[config.mk]
export PLATFORM = sky130hd
export DESIGN_NAME = scp_host
export DESIGN_NICKNAME = d
export VERILOG_FILES = /design/src/scp_pkg.sv /design/src/scp_host.sv
export VERILOG_INCLUDE_DIRS = /design/src
export SDC_FILE = /design/constraint.sdc
export NUM_CORES = 1
export LEC_CHECK = 0
export BUFFER_PORTS_ARGS = -buffer_cell sky130_fd_sc_hd__buf_2
export CORE_ASPECT_RATIO = 0.5
export CORE_MARGIN = 2
export CORE_UTILIZATION = 45
export CTS_CLUSTER_DIAMETER = 150
export DETAILED_ROUTE_END_ITERATION = 10
export PLACE_DENSITY = 0.67
export RECOVER_POWER = 100
export SLEW_MARGIN = 20
export SYNTH_ARGS = -nofsm -noshare
export SYNTH_HDL_FRONTEND = slang
export SYNTH_SLANG_ARGS = --single-unit
[constraint.sdc]
create_clock -name aclk -period 2.75 [get_ports aclk]
set_input_delay 0.4125 -clock aclk [delete_from_list [all_inputs] [get_ports aclk]]
set_output_delay 0.4125 -clock aclk [all_outputs]
set_load 0.02 [all_outputs]
[src/scp_map.svh]
// Offsets, field positions, opcodes and timing figures of the serial register port host
`ifndef SCP_MAP_SVH
`define SCP_MAP_SVH
// ==========================================================
// Host register offsets (byte addresses on AXI4-Lite)
`define SCP_OFF_CTRL 8'h00
`define SCP_OFF_ADDR 8'h04
`define SCP_OFF_WDATA 8'h08
`define SCP_OFF_RDATA 8'h0c
`define SCP_OFF_STATUS 8'h10
// ==========================================================
// Field positions
`define SCP_CTRL_GO 0
`define SCP_CTRL_OP_LSB 1
`define SCP_CTRL_BC 4
`define SCP_CTRL_DEV_LSB 8
`define SCP_STAT_BUSY 0
`define SCP_STAT_READY 1
`define SCP_STAT_REFUSED 2
`define SCP_STAT_DONE 3
// ==========================================================
// Serial opcodes carried in the request packet
`define SCP_SOP_READ 4'h0
`define SCP_SOP_WRITE 4'h1
`define SCP_SOP_RESET_ASSERT 4'h2
`define SCP_SOP_FAST_CLOCK 4'h4
`define SCP_SOP_RESET_RELEASE 4'hb
`define SCP_SOP_NOP 4'hf
// ==========================================================
// Timing and lengths
`define SCP_CLK_PS 25000
`define SCP_PKT_BITS 16
`define SCP_RST_GAP_SCYC 16
`define SCP_RST_GAP_TCYC 2816
`define SCP_POST_SCYC 4
`define SCP_PORT_RST_SCYC 32
`define SCP_RESET_CTRL 32'h0000_0000
`endif

[src/scp_pkg.sv]
// Types shared by the serial register port host
package scp_pkg;
   // Host command codes written into the control register
   typedef enum logic [2:0] {
      SCP_H_PRST = 3'b000,
      SCP_H_READ = 3'b001,
      SCP_H_WRITE = 3'b010,
      SCP_H_NOP = 3'b011,
      SCP_H_RSTPAIR = 3'b100,
      SCP_H_FAST = 3'b101
   } scp_hcmd_t;
   // Sequencer states
   typedef enum logic [1:0] {
      SCP_ST_IDLE = 2'b00,
      SCP_ST_LEAD = 2'b01,
      SCP_ST_SHIFT = 2'b10,
      SCP_ST_GAP = 2'b11
   } scp_state_t;
   // Control register contents
   typedef struct packed {
      logic [5:0] dev;
      logic bc;
      scp_hcmd_t op;
   } scp_ctrl_t;
   // Pins driven toward the device chain
   typedef struct packed {
      logic sck;
      logic cmd;
      logic data;
      logic data_oe;
   } scp_pin_out_t;
endpackage

[src/scp_host.sv]
// Host controller for a daisy-chained serial register port, programmed over AXI4-Lite
// ==========================================================
`timescale 1ns/1ps
`include "scp_map.svh"
module scp_host #(
   parameter int SCK_HALF = 4,
   parameter int CH_TCYCLE_PS = 1875,
   parameter int PORT_RST_SCYC = `SCP_PORT_RST_SCYC
) (
   // Clock and reset
   input wire logic aclk,
   input wire logic aresetn,
   // AXI4-Lite write address and data
   input wire logic [7:0] s_axi_awaddr,
   input wire logic s_axi_awvalid,
   output logic s_axi_awready,
   input wire logic [31:0] s_axi_wdata,
   input wire logic [3:0] s_axi_wstrb,
   input wire logic s_axi_wvalid,
   output logic s_axi_wready,
   // AXI4-Lite write response
   output logic [1:0] s_axi_bresp,
   output logic s_axi_bvalid,
   input wire logic s_axi_bready,
   // AXI4-Lite read
   input wire logic [7:0] s_axi_araddr,
   input wire logic s_axi_arvalid,
   output logic s_axi_arready,
   output logic [31:0] s_axi_rdata,
   output logic [1:0] s_axi_rresp,
   output logic s_axi_rvalid,
   input wire logic s_axi_rready,
   // Serial chain pins
   output scp_pkg::scp_pin_out_t pin_out,
   input wire logic chain_data_up_in
);
   import scp_pkg::*;

   // ==========================================================
   // Derived timing
   localparam logic [7:0] PER_M1 = 8'(2 * SCK_HALF - 1);
   localparam logic [7:0] HALF = 8'(SCK_HALF);
   localparam logic [7:0] FALL_AT = 8'(SCK_HALF - 1);
   localparam logic [7:0] QTR1 = 8'(SCK_HALF / 2 - 1);
   localparam logic [7:0] QTR3 = 8'(SCK_HALF + SCK_HALF / 2 - 1);
   localparam int RST_SCK_CYC = `SCP_RST_GAP_SCYC * 2 * SCK_HALF;
   localparam int RST_CH_CYC =
      (`SCP_RST_GAP_TCYC * CH_TCYCLE_PS + `SCP_CLK_PS - 1) / `SCP_CLK_PS;
   localparam logic [15:0] GAP_RST =
      16'((RST_SCK_CYC > RST_CH_CYC) ? RST_SCK_CYC : RST_CH_CYC);
   localparam logic [15:0] GAP_POST = 16'(`SCP_POST_SCYC * 2 * SCK_HALF);
   localparam logic [6:0] BITS = 7'(`SCP_PKT_BITS);

   // Byte-lane merge of a register word
   function automatic logic [31:0] merge(input logic [31:0] old, input logic [31:0] nw,
                                         input logic [3:0] strb);
      logic [31:0] res;
      res = old;
      for (int i = 0; i < 4; i++) begin
         if (strb[i]) begin
            res[8*i +: 8] = nw[8*i +: 8];
         end
      end
      return res;
   endfunction

   // Request packet word, cycle 0 in bit 15; reserved bits are zero
   function automatic logic [15:0] req_word(input logic [3:0] sop, input logic bc,
                                            input logic [5:0] dev);
      return {5'h00, dev[5], sop, bc, dev[4:0]};
   endfunction

   // ==========================================================
   // State
   scp_state_t state;
   scp_ctrl_t ctrl;
   logic [7:0] cnt;
   logic [6:0] cyc;
   logic [6:0] total;
   logic [63:0] shreg;
   logic [15:0] wait_cnt;
   logic [3:0] cur_sop;
   logic rd_job;
   logic prst_job;
   logic pair_pending;
   logic [11:0] reg_address_bits;
   logic [15:0] reg_data_bits;
   logic [15:0] read_result;
   logic port_ready;
   logic refused;
   logic done;
   logic [2:0] sync;
   logic din;

   // ==========================================================
   // AXI4-Lite decode
   wire aw_hs = s_axi_awvalid && s_axi_wvalid && !s_axi_bvalid;
   wire ar_hs = s_axi_arvalid && !s_axi_rvalid;
   wire wr_ctrl = aw_hs && s_axi_awaddr == `SCP_OFF_CTRL;
   wire wr_addr = aw_hs && s_axi_awaddr == `SCP_OFF_ADDR;
   wire wr_wdata = aw_hs && s_axi_awaddr == `SCP_OFF_WDATA;
   wire wr_stat = aw_hs && s_axi_awaddr == `SCP_OFF_STATUS;
   wire wr_ok = wr_ctrl || wr_addr || wr_wdata || wr_stat ||
                s_axi_awaddr == `SCP_OFF_RDATA;
   wire [31:0] ctrl_word = {18'h0, ctrl.dev, 3'h0, ctrl.bc, ctrl.op, 1'b0};
   wire [31:0] stat_word = {28'h0, done, refused, port_ready, state != SCP_ST_IDLE};
   wire [31:0] ctrl_new = merge(ctrl_word, s_axi_wdata, s_axi_wstrb);
   wire [31:0] addr_new = merge({20'h0, reg_address_bits}, s_axi_wdata, s_axi_wstrb);
   wire [31:0] data_new = merge({16'h0, reg_data_bits}, s_axi_wdata, s_axi_wstrb);
   wire [2:0] op_raw = ctrl_new[`SCP_CTRL_OP_LSB +: 3];
   wire [31:0] rd_word =
      (s_axi_araddr == `SCP_OFF_CTRL) ? ctrl_word :
      (s_axi_araddr == `SCP_OFF_ADDR) ? {20'h0, reg_address_bits} :
      (s_axi_araddr == `SCP_OFF_WDATA) ? {16'h0, reg_data_bits} :
      (s_axi_araddr == `SCP_OFF_RDATA) ? {16'h0, read_result} :
      (s_axi_araddr == `SCP_OFF_STATUS) ? stat_word : 32'h0000_0000;
   wire rd_ok = s_axi_araddr == `SCP_OFF_CTRL || s_axi_araddr == `SCP_OFF_ADDR ||
                s_axi_araddr == `SCP_OFF_WDATA || s_axi_araddr == `SCP_OFF_RDATA ||
                s_axi_araddr == `SCP_OFF_STATUS;
   assign s_axi_awready = aw_hs;
   assign s_axi_wready = aw_hs;
   assign s_axi_arready = !s_axi_rvalid;

   // ==========================================================
   // Command acceptance: no access before the port reset, one job at a time
   wire go_req = wr_ctrl && s_axi_wstrb[0] && s_axi_wdata[`SCP_CTRL_GO];
   wire op_legal = op_raw <= 3'b101;
   wire go_ok = go_req && state == SCP_ST_IDLE && op_legal &&
                (port_ready || op_raw == SCP_H_PRST);
   wire go_bad = go_req && !go_ok;
   wire last_cyc = cyc == total - 7'h01;
   wire at_end = cnt == PER_M1;
   wire run_end = state == SCP_ST_SHIFT && at_end && last_cyc;
   wire pair_go = state == SCP_ST_GAP && wait_cnt == 16'h0000 && pair_pending;
   wire launch = go_ok || pair_go;
   wire job_done = state == SCP_ST_GAP && wait_cnt == 16'h0000 && !pair_pending;

   // ==========================================================
   // Job loading: opcode, packet image and length
   wire [2:0] l_op = pair_go ? SCP_H_RSTPAIR : op_raw;
   wire [6:0] l_dev_bc = pair_go ? {ctrl.dev, ctrl.bc} :
                         {ctrl_new[`SCP_CTRL_DEV_LSB +: 6], ctrl_new[`SCP_CTRL_BC]};
   wire [3:0] l_sop = pair_go ? `SCP_SOP_RESET_RELEASE :
                      (l_op == SCP_H_READ) ? `SCP_SOP_READ :
                      (l_op == SCP_H_WRITE) ? `SCP_SOP_WRITE :
                      (l_op == SCP_H_RSTPAIR) ? `SCP_SOP_RESET_ASSERT :
                      (l_op == SCP_H_FAST) ? `SCP_SOP_FAST_CLOCK : `SCP_SOP_NOP;
   wire l_prst = !pair_go && l_op == SCP_H_PRST;
   wire l_rd = !pair_go && l_op == SCP_H_READ;
   wire l_wr = !pair_go && l_op == SCP_H_WRITE;
   // Write: request, address, data, interval; read: request, address, interval
   wire [63:0] l_shreg = l_prst ? 64'h0 :
      {req_word(l_sop, l_dev_bc[0], l_dev_bc[6:1]), 4'h0, reg_address_bits,
       l_wr ? reg_data_bits : 16'h0000, 16'h0000};
   // Read keeps one extra cycle to catch the last half-period-late bit
   wire [6:0] l_total = l_prst ? 7'(PORT_RST_SCYC) :
                        l_rd ? 7'(4 * `SCP_PKT_BITS + 1) :
                        l_wr ? 7'(4 * `SCP_PKT_BITS) : BITS;
   wire [15:0] post_wait = (cur_sop == `SCP_SOP_RESET_ASSERT) ? GAP_RST :
                           (cur_sop == `SCP_SOP_RESET_RELEASE ||
                            cur_sop == `SCP_SOP_FAST_CLOCK) ? GAP_POST : 16'h0000;

   // ==========================================================
   // Serial clock phases: rise, fall, command update and read sample points
   wire [6:0] next_cyc = (state == SCP_ST_LEAD) ? 7'h00 : cyc + 7'h01;
   wire rise_act = at_end && (state == SCP_ST_LEAD || (state == SCP_ST_SHIFT && !last_cyc));
   wire fall_act = state == SCP_ST_SHIFT && cnt == FALL_AT;
   wire cmd_act = (state == SCP_ST_LEAD || state == SCP_ST_SHIFT) && cnt == QTR3;
   wire cmd_val = prst_job ? (state == SCP_ST_LEAD || !last_cyc) :
                  (state == SCP_ST_LEAD || cyc == 7'h00);
   wire sample_act = state == SCP_ST_SHIFT && cnt == QTR1 && rd_job &&
                     cyc >= 7'(3 * `SCP_PKT_BITS + 1);
   wire next_oe = !(rd_job && next_cyc >= 7'(3 * `SCP_PKT_BITS));

   // AXI response channels
   always_ff @(posedge aclk) begin
      if (!aresetn) begin
         s_axi_bvalid <= 1'b0;
         s_axi_bresp <= 2'b00;
         s_axi_rvalid <= 1'b0;
         s_axi_rresp <= 2'b00;
         s_axi_rdata <= 32'h0000_0000;
      end else begin
         if (aw_hs) begin
            s_axi_bvalid <= 1'b1;
            s_axi_bresp <= wr_ok ? 2'b00 : 2'b10;
         end else if (s_axi_bready) begin
            s_axi_bvalid <= 1'b0;
         end
         if (ar_hs) begin
            s_axi_rvalid <= 1'b1;
            s_axi_rresp <= rd_ok ? 2'b00 : 2'b10;
            s_axi_rdata <= rd_word;
         end else if (s_axi_rready) begin
            s_axi_rvalid <= 1'b0;
         end
      end
   end

   // Software-visible registers; refused and done are write-one-to-clear, set wins; port_ready clears only on reset
   always_ff @(posedge aclk) begin
      if (!aresetn) begin
         ctrl <= scp_ctrl_t'(10'h000);
         reg_address_bits <= 12'h000;
         reg_data_bits <= 16'h0000;
         refused <= 1'b0;
         done <= 1'b0;
         port_ready <= 1'b0;
      end else begin
         if (wr_ctrl) begin
            ctrl <= {ctrl_new[`SCP_CTRL_DEV_LSB +: 6], ctrl_new[`SCP_CTRL_BC],
                     scp_hcmd_t'(op_raw)};
         end
         if (wr_addr) begin
            reg_address_bits <= addr_new[11:0];
         end
         if (wr_wdata) begin
            reg_data_bits <= data_new[15:0];
         end
         refused <= go_bad || (refused && !(wr_stat && s_axi_wdata[`SCP_STAT_REFUSED]));
         done <= job_done || (done && !(wr_stat && s_axi_wdata[`SCP_STAT_DONE]));
         port_ready <= port_ready || (run_end && prst_job);
      end
   end

   // Sequencer: lead half period, shifting cycles, then a post-command wait
   always_ff @(posedge aclk) begin
      if (!aresetn) begin
         state <= SCP_ST_IDLE;
         cnt <= 8'h00;
         cyc <= 7'h00;
         wait_cnt <= 16'h0000;
      end else begin
         unique case (state)
            SCP_ST_IDLE: begin
               if (launch) begin
                  state <= SCP_ST_LEAD;
                  cnt <= HALF;
               end
            end
            SCP_ST_LEAD: begin
               cnt <= at_end ? 8'h00 : cnt + 8'h01;
               if (at_end) begin
                  state <= SCP_ST_SHIFT;
                  cyc <= 7'h00;
               end
            end
            SCP_ST_SHIFT: begin
               cnt <= at_end ? 8'h00 : cnt + 8'h01;
               if (run_end) begin
                  state <= SCP_ST_GAP;
                  wait_cnt <= post_wait;
               end else if (at_end) begin
                  cyc <= cyc + 7'h01;
               end
            end
            SCP_ST_GAP: begin
               if (wait_cnt != 16'h0000) begin
                  wait_cnt <= wait_cnt - 16'h0001;
               end else if (pair_go) begin
                  state <= SCP_ST_LEAD;
                  cnt <= HALF;
               end else begin
                  state <= SCP_ST_IDLE;
               end
            end
         endcase
      end
   end

   // Job image and shift register
   always_ff @(posedge aclk) begin
      if (!aresetn) begin
         shreg <= 64'h0;
         total <= 7'h01;
         rd_job <= 1'b0;
         prst_job <= 1'b0;
         pair_pending <= 1'b0;
         cur_sop <= `SCP_SOP_NOP;
      end else if (launch) begin
         shreg <= l_shreg;
         total <= l_total;
         rd_job <= l_rd;
         prst_job <= l_prst;
         pair_pending <= !pair_go && l_op == SCP_H_RSTPAIR;
         cur_sop <= l_sop;
      end else if (rise_act) begin
         shreg <= {shreg[62:0], 1'b0};
      end
   end

   // Pins: data changes with the rising edge so the device's falling-edge capture is clean
   always_ff @(posedge aclk) begin
      if (!aresetn) begin
         pin_out <= 4'b0001;
      end else begin
         if (rise_act) begin
            pin_out.sck <= 1'b1;
            pin_out.data <= shreg[63];
            pin_out.data_oe <= next_oe;
         end else if (fall_act) begin
            pin_out.sck <= 1'b0;
         end else if (state == SCP_ST_GAP || state == SCP_ST_IDLE) begin
            pin_out.data <= 1'b0;
            pin_out.data_oe <= 1'b1;
         end
         if (cmd_act) begin
            pin_out.cmd <= cmd_val;
         end
      end
   end

   // Read data input: three flops, a change counts once the last two agree
   always_ff @(posedge aclk) begin
      if (!aresetn) begin
         sync <= 3'b000;
         din <= 1'b0;
         read_result <= 16'h0000;
      end else begin
         sync <= {sync[1:0], chain_data_up_in};
         if (sync[1] == sync[2]) begin
            din <= sync[2];
         end
         if (sample_act) begin
            read_result <= {read_result[14:0], din};
         end
      end
   end

   // ==========================================================
   // Checking helpers: time since a run ended and the opcode of that run
   logic [15:0] since_end;
   logic [3:0] last_sop;
   scp_state_t prev_state;
   always_ff @(posedge aclk) begin
      if (!aresetn) begin
         since_end <= 16'hffff;
         last_sop <= `SCP_SOP_NOP;
         prev_state <= SCP_ST_IDLE;
      end else begin
         prev_state <= state;
         if (run_end) begin
            since_end <= 16'h0000;
            last_sop <= cur_sop;
         end else if (since_end != 16'hffff) begin
            since_end <= since_end + 16'h0001;
         end
      end
   end
   wire lead_start = state == SCP_ST_LEAD && prev_state != SCP_ST_LEAD;

   chk_sck_before_reset: assert property (@(posedge aclk) disable iff (!aresetn)
      !port_ready && !prst_job |-> !pin_out.sck)
      else $error("serial clock toggled before the port reset");
   chk_frame_high: assert property (@(posedge aclk) disable iff (!aresetn)
      $rose(pin_out.sck) && !prst_job && cyc <= 7'h01 |-> pin_out.cmd)
      else $error("command line low in the first two frame cycles");
   chk_frame_low: assert property (@(posedge aclk) disable iff (!aresetn)
      $rose(pin_out.sck) && !prst_job && cyc >= 7'h02 |-> !pin_out.cmd)
      else $error("command line high after the frame");
   chk_reserved_zero: assert property (@(posedge aclk) disable iff (!aresetn)
      $rose(pin_out.sck) && !prst_job && (cyc < 7'h05 ||
      (cyc >= BITS && cyc < BITS + 7'h04)) |-> !pin_out.data)
      else $error("reserved packet bit driven high");
   chk_packet_count: assert property (@(posedge aclk) disable iff (!aresetn)
      run_end && !prst_job |-> (rd_job ? total == 7'h41 :
      (cur_sop == `SCP_SOP_WRITE ? total == 7'h40 : total == BITS)))
      else $error("transaction length is not whole packets");
   chk_pair_order: assert property (@(posedge aclk) disable iff (!aresetn)
      lead_start && cur_sop == `SCP_SOP_RESET_RELEASE |->
      last_sop == `SCP_SOP_RESET_ASSERT)
      else $error("reset release not preceded by reset assert");
   chk_pair_gap: assert property (@(posedge aclk) disable iff (!aresetn)
      lead_start && cur_sop == `SCP_SOP_RESET_RELEASE |-> since_end >= GAP_RST)
      else $error("reset pair gap too short");
   chk_post_wait: assert property (@(posedge aclk) disable iff (!aresetn)
      lead_start && (last_sop == `SCP_SOP_RESET_RELEASE ||
      last_sop == `SCP_SOP_FAST_CLOCK) |-> since_end >= GAP_POST)
      else $error("command issued too soon after reset release or fast clock");
   chk_read_release: assert property (@(posedge aclk) disable iff (!aresetn)
      state == SCP_ST_SHIFT && rd_job && cyc >= 7'h30 |-> !pin_out.data_oe)
      else $error("host drives the data pin during read data");
   chk_drive_request: assert property (@(posedge aclk) disable iff (!aresetn)
      state == SCP_ST_SHIFT && cyc < 7'h30 |-> pin_out.data_oe)
      else $error("host not driving the data pin while sending");
endmodule

==> Word level (Yosys, flattened, before mapping) <==
Cells that the tools add are included.
{ "classes": {"addsub": 4, "order_cmp": 3, "n_eq_ne": 33, "muxes": 54, "n_reduce_logical": 89} }
{ "ops": {"columns": ["operator", "n"], "rows": [
  ["$mux 64", 2],
  ["$mux 16", 7],
  ["$mux 59", 1],
  ["$mux 7", 8],
  ["$mux 8", 5],
  ["$logic_and 1x1->1", 35],
  ["$eq 8x3->1 const B", 4],
  ["$eq 8x4->1 const B", 4],
  ["$pmux 16 s2", 1],
  ["$mux 4", 6],
  ["$pmux 8 s3", 1],
  ["$logic_or 1x1->1", 19],
  ["$mux 2", 9],
  ["$ne 2x2->1 const B", 9],
  ["$eq 8x5->1 const B", 2],
  ["$logic_not 16->1", 1],
  ["$logic_not 8->1", 2],
  ["$reduce_bool 16->1", 1],
  ["$reduce_bool 2->1", 8],
  ["$sub 16x1->16 const B", 1],
  ["$ge 7x6->1 const B", 2],
  ["$pmux 7 s2", 1],
  ["$mux 6", 2],
  ["$reduce_and 2->1", 5],
  ["other kinds (27)", 47]
]} }
{ "word_totals": {"reg_bits": 214, "in_bits": 60, "out_inout_bits": 45} }

==> Logic depth before layout (Yosys ltp) <==
{ "logic_depth": {"word_depth": 12, "ltp_mapped": 10} }

==> Least setup slack after synthesis <==
OpenSTA, ideal clock, no wires.
{ "synth_timing": {"path_kind": "input port to flip-flop", "startpoint": "input s_axi_wstrb[0]", "endpoint": "register total[6]", "setup_time_ns": 0.070, "arrival_ns": 2.531, "t_required_ns": 2.680, "slack_ns": 0.149, "stages": 8, "n_path_buf": 2, "path_cell_list": "clkbuf_1 > mux2_2 > nor3_2 > o2111ai_1 > o21ai_1 > buf_2 > nand3_1 > a21oi_1"} }
{ "synth_via": {"elab_chain_len": 7, "elab_cells_between_ends": 20} }
{ "synth_rtl": {"columns": ["element", "line", "text"], "rows": [
  ["start: declaration", "scp_host.sv:18", "input wire logic [3:0] s_axi_wstrb,"],
  ["$mux 5", "scp_host.sv:60", "if (strb[i]) begin"],
  ["$mux 3", "scp_host.sv:140", "wire [2:0] l_op = pair_go ? SCP_H_RSTPAIR : op_raw;"],
  ["$eq 3x2->1", "scp_host.sv:150", "wire l_wr = !pair_go && l_op == SCP_H_WRITE;"],
  ["$logic_and 1x1->1", "scp_host.sv:150", null],
  ["$mux 7", "scp_host.sv:158", "l_wr ? 7'(4 * `SCP_PKT_BITS) : BITS;"],
  ["$mux 7", "scp_host.sv:157", "l_rd ? 7'(4 * `SCP_PKT_BITS + 1) :"],
  ["$mux 7", "scp_host.sv:156", "wire [6:0] l_total = l_prst ? 7'(PORT_RST_SCYC) :"],
  ["end signal: assignment", "scp_host.sv:282", "total <= l_total;"],
  ["end: declaration", "scp_host.sv:79", "logic [6:0] total;"]
]} }
Several ways; a longest one is shown, not always the timed one.
A chain may end at the register's enable or synchronous reset.

==> Final worst setup path <==
{ "layout_timing": {"startpoint": "register cyc[0]", "endpoint": "register wait_cnt[9]"} }
{ "layout_via": {"elab_chain_len": 4} }
{ "layout_rtl": {"columns": ["element", "line", "text"], "rows": [
  ["start: declaration", "scp_host.sv:78", "logic [6:0] cyc;"],
  ["start signal: assignment", "scp_host.sv:254", "cyc <= cyc + 7'h01;"],
  ["$eq 7x7->1", "scp_host.sv:131", "wire last_cyc = cyc == total - 7'h01;"],
  ["$logic_and 1x1->1", "scp_host.sv:133", "wire run_end = state == SCP_ST_SHIFT && at_end && last_cyc;"],
  ["$ne 2x2->1 (no line)", null, null],
  ["$reduce_and 3->1 (no line)", null, null],
  ["end signal: assignment", "scp_host.sv:252", "wait_cnt <= post_wait;"],
  ["end signal: assignment", "scp_host.sv:259", "wait_cnt <= wait_cnt - 16'h0001;"],
  ["end: declaration", "scp_host.sv:81", "logic [15:0] wait_cnt;"]
]} }
Every way passes these cells.

==> reports/qor.yml <==
run_status:
  status: "finished with violations"
  violations: "capacitance limit, slew limit"
sta:
  finalSetupViolations: 0
  finalMaxSlewViolations: 85
  min_period_ns: 2.65
  hold_viol: 0
  worstMarginPinSlew_ns: 1.74
  clock_skew_ns: 0.0122
  final.period_utilization_pct: 96.4
  relSlewSlack_pct: -15.9
  setup_tns_ns: 0
  timing.hold.ws_ns: 0.155
  fmax_mhz: 377
synthesis:
  synth-warning-count: 0
  synth_area_um2: 8510
  synth_compound_area_share_pct: 20.5
  synth_xor_area_share_pct: 0.794
  synth-edff-count: 0
  yosys.area_share.simple_pct: 20.7
  yosys.area_share.adder_pct: 1.76
  synthCells: 1016
  ys.flop_type: "dfxtp_1"
  synth.avg_cell_area_um2: 8.37
  synth_top_family_by_area: "simple AND/OR/NAND/NOR gates"
  synth.area.mux_share_pct: 9.21
  synth-seq-cells: 176
  async_reset_ff_share_pct: 0
  seq_area_frac_synth_pct: 41.4
  synth.distinct_cells: 72
finish:
  syn_to_final_growth_pct: 16.2
  n_fill_cell: 1759
  layout-drive-gt1-share_pct: 15.2
  fin_cells: 1372
  antenna_cells: 0
  regArea_um2: 3520
  multi_input_area_um2: 4610
  nets: 1172
  stdcell_area_um2: 9890
hold_path:
  hold_class: "input port to register"
  whs_path_depth: 2
die:
  top_level_ports: 105
  core_area_um2: 18500
  die_width_um: 198
  placementRows: 35
  fp.dieH_um: 101
  die-area_um2: 20100
  start_util_pct: 46.0
worst_setup_path:
  crit_start: "cyc[0]"
  worstPathRequired_ns: 3.11
  critPathLaunchType: "register"
  crit_fanout: 6
  worstSetupPathType: "register to register"
  worstSetupEndpoint: "wait_cnt[9]"
  worstReg2RegStart: "cyc[0]"
  reg2reg_depth: 6
  rrSetupSlack_ns: 0.1
  cp_data_arrival_time_ns: 3.01
  critPathCaptureType: "register"
  worstReg2RegEnd: "wait_cnt[9]"
clock_network:
  clk_pin_slew_ns: 0.08
  clock_latency_ns: 0.43
  root_buffer: "clkbuf_16"
  cts_hold_buffers: 0
  cts_max_level: 4
  cts_buffers: 17
  cts.sinks: 176
  cts_tree: "built"
  max-clock-path-buffers: 2
routing:
  via_per_inst: 5.67
  dr.first_iter.drc_count: 682
  drcViolationCount: 0
  drt-pass1-iter-count: 5
  wl_per_cell_um: 16.4
  vias: 7778
  wl_um: 22500
  antenna_left: 0
place:
  dpl_cell_area_um2: 9350
  place_congestion: 0.921
  port_buffers: 68
  hpwl_um: 15700
  placed_cells: 1336
grt:
  grt_pass1_vias: 7180
  grt_pass1_wl_um: 36400
  grt_util_all_layers_pct: 22.6
  overflow: 0
  antenna_found_initial: 0
  grt_max_degree: 85
power_and_ir_drop:
  powerDensity_nw_per_um2: 531
  power.leakage_nw: 3.78
  ir_drop_v: 0.000476
run:
  drv_cap: 1
## flip-flops by register name, indices dropped and copies added, names as in the netlist, 2 cells and up
signal / flops
cnt: 8
ctrl: 10
cur_sop: 4
cyc: 7
pin_out: 4
read_result: 16
reg_address_bits: 12
reg_data_bits: 16
s_axi_rdata: 16
shreg: 48
state: 2
sync: 3
total: 4
wait_cnt: 16
## layer usage
| metal | vias up | GRT usage (%) | wire, um |
|---|---|---|---|
| met5 | - | 0 | 0 |
| met4 | 0 | 7.75 | 444 |
| met3 | 39 | 3.80 | 1030 |
| met2 | 206 | 36.0 | 10000 |
| met1 | 3715 | 31.3 | 11000 |
| li1 | 3818 | - | - |
## metrics by stage
stage	setup slack [ns]	utilization (%)	power, mW
floorplan	0.149	-	2.83
global placement	-0.00366	50.6	2.92
detailed placement	0.0536	50.6	2.92
CTS	0.0395	53.7	5.28
global route	-0.00604	53.5	5.41
finish	0.0990	53.5	5.25
## report_power, final
| part | total, mW | internal, mW | switching, mW | leakage, nW |
|---|---|---|---|---|
| registers | 2.57 | 2.56 | 0.0107 | 1.42 |
| logic | 0.283 | 0.0845 | 0.199 | 2.09 |
| clock network | 2.39 | 1.23 | 1.15 | 0.274 |
| total | 5.25 | 3.88 | 1.36 | 3.78 |
## cells in the mapped netlist, drive strengths merged (6+ instances only)
cell,number,area [um2]
dfxtp,176,3520
nor2,104,390
a21oi,90,450
nand2,84,315
o21ai,84,420
mux2i,61,611
clkbuf,53,199
nand3,37,185
buf,28,184
a31oi,27,169
inv,23,86.3
nor3,22,115
and3,17,106
a22oi,16,120
mux2,15,173
or4,15,113
a211oi,13,97.6
ha,12,150
or3,10,67.6
nand2b,9,56.3
nor4,9,75.1
a221oi,8,70.1
or2,8,50.1
and2,7,43.8
o211ai,7,52.6
o31ai,7,52.6
a22o,6,52.6
nand4,6,37.5
## cell families (layout without fill, tap and decap cells)
kind of cell | after synthesis | count (layout)
buffers and inverters | 105 | 185
other | 1 | 18
AOI/OAI and AO/OA | 287 | 287
and+or+nand+nor | 353 | 353
muxes | 76 | 76
xor gates and xnor gates | 6 | 6
DFF | 176 | 176
adders and majority gates | 12 | 12
## timing repair
| action | 4_1_cts | 5_1_grt |
|---|---|---|
| buffers inserted | 0 | 4 |
| gates resized for setup | 0 | 7 |
| setup endpoints to repair | 0 | 16 |
## worst max-delay path, stage by stage, from the launching register on
cell	delay, ns
dfxtp_1	0.32
or4_4	0.55
mux2_4	0.32
or3_4	0.36
o31a_4	0.38
or4b_4	0.51
a21oi_1	0.14
## area by class of cell
class | instances | share of cell area, %
Clock inverter | 14 | 1.47
Sequential cell | 176 | 35.6
Multi-Input combinational cell | 752 | 46.6
Clock buffer | 18 | 4.44
Timing Repair Buffer | 129 | 7.67
Inverter | 24 | 0.911
Tap cell | 259 | 3.28
## placed cells by master (no fill, tap or decap), types with 12 or more instances in the layout
| master | synthesis | layout |
|---|---|---|
| buf_2 | 6 | 40 |
| conb_1 | 1 | 18 |
| or4_1 | 15 | 14 |
| nand2_1 | 84 | 84 |
| clkbuf_16 | 0 | 17 |
| a31oi_1 | 27 | 27 |
| mux2i_1 | 61 | 61 |
| mux2_2 | 14 | 14 |
| nand3_1 | 37 | 37 |
| and3_1 | 17 | 17 |
| dfxtp_1 | 176 | 176 |
| a21oi_1 | 90 | 90 |
| o21ai_0 | 82 | 82 |
| buf_4 | 19 | 43 |
| nor3_1 | 21 | 21 |
| clkbuf_1 | 53 | 36 |
| a22oi_1 | 16 | 16 |
| inv_1 | 23 | 21 |
| nor2_1 | 104 | 103 |
| ha_1 | 12 | 12 |
| a211oi_1 | 13 | 12 |
## worst min path at each step
stage / slack [ns] / endpoint / from
6_report: 0.15 / s_axi_rvalid / s_axi_rready
3_3_place_gp: 0.41 / sync[1] / sync[0]
4_1_cts: 0.14 / s_axi_rvalid / s_axi_rready
5_1_grt: 0.16 / s_axi_rvalid / s_axi_rready
3_5_place_dp: 0.43 / sync[1] / sync[0]
2_1_floorplan: 0.41 / sync[1] / sync[0]
(Power assumes the default switching activity.)
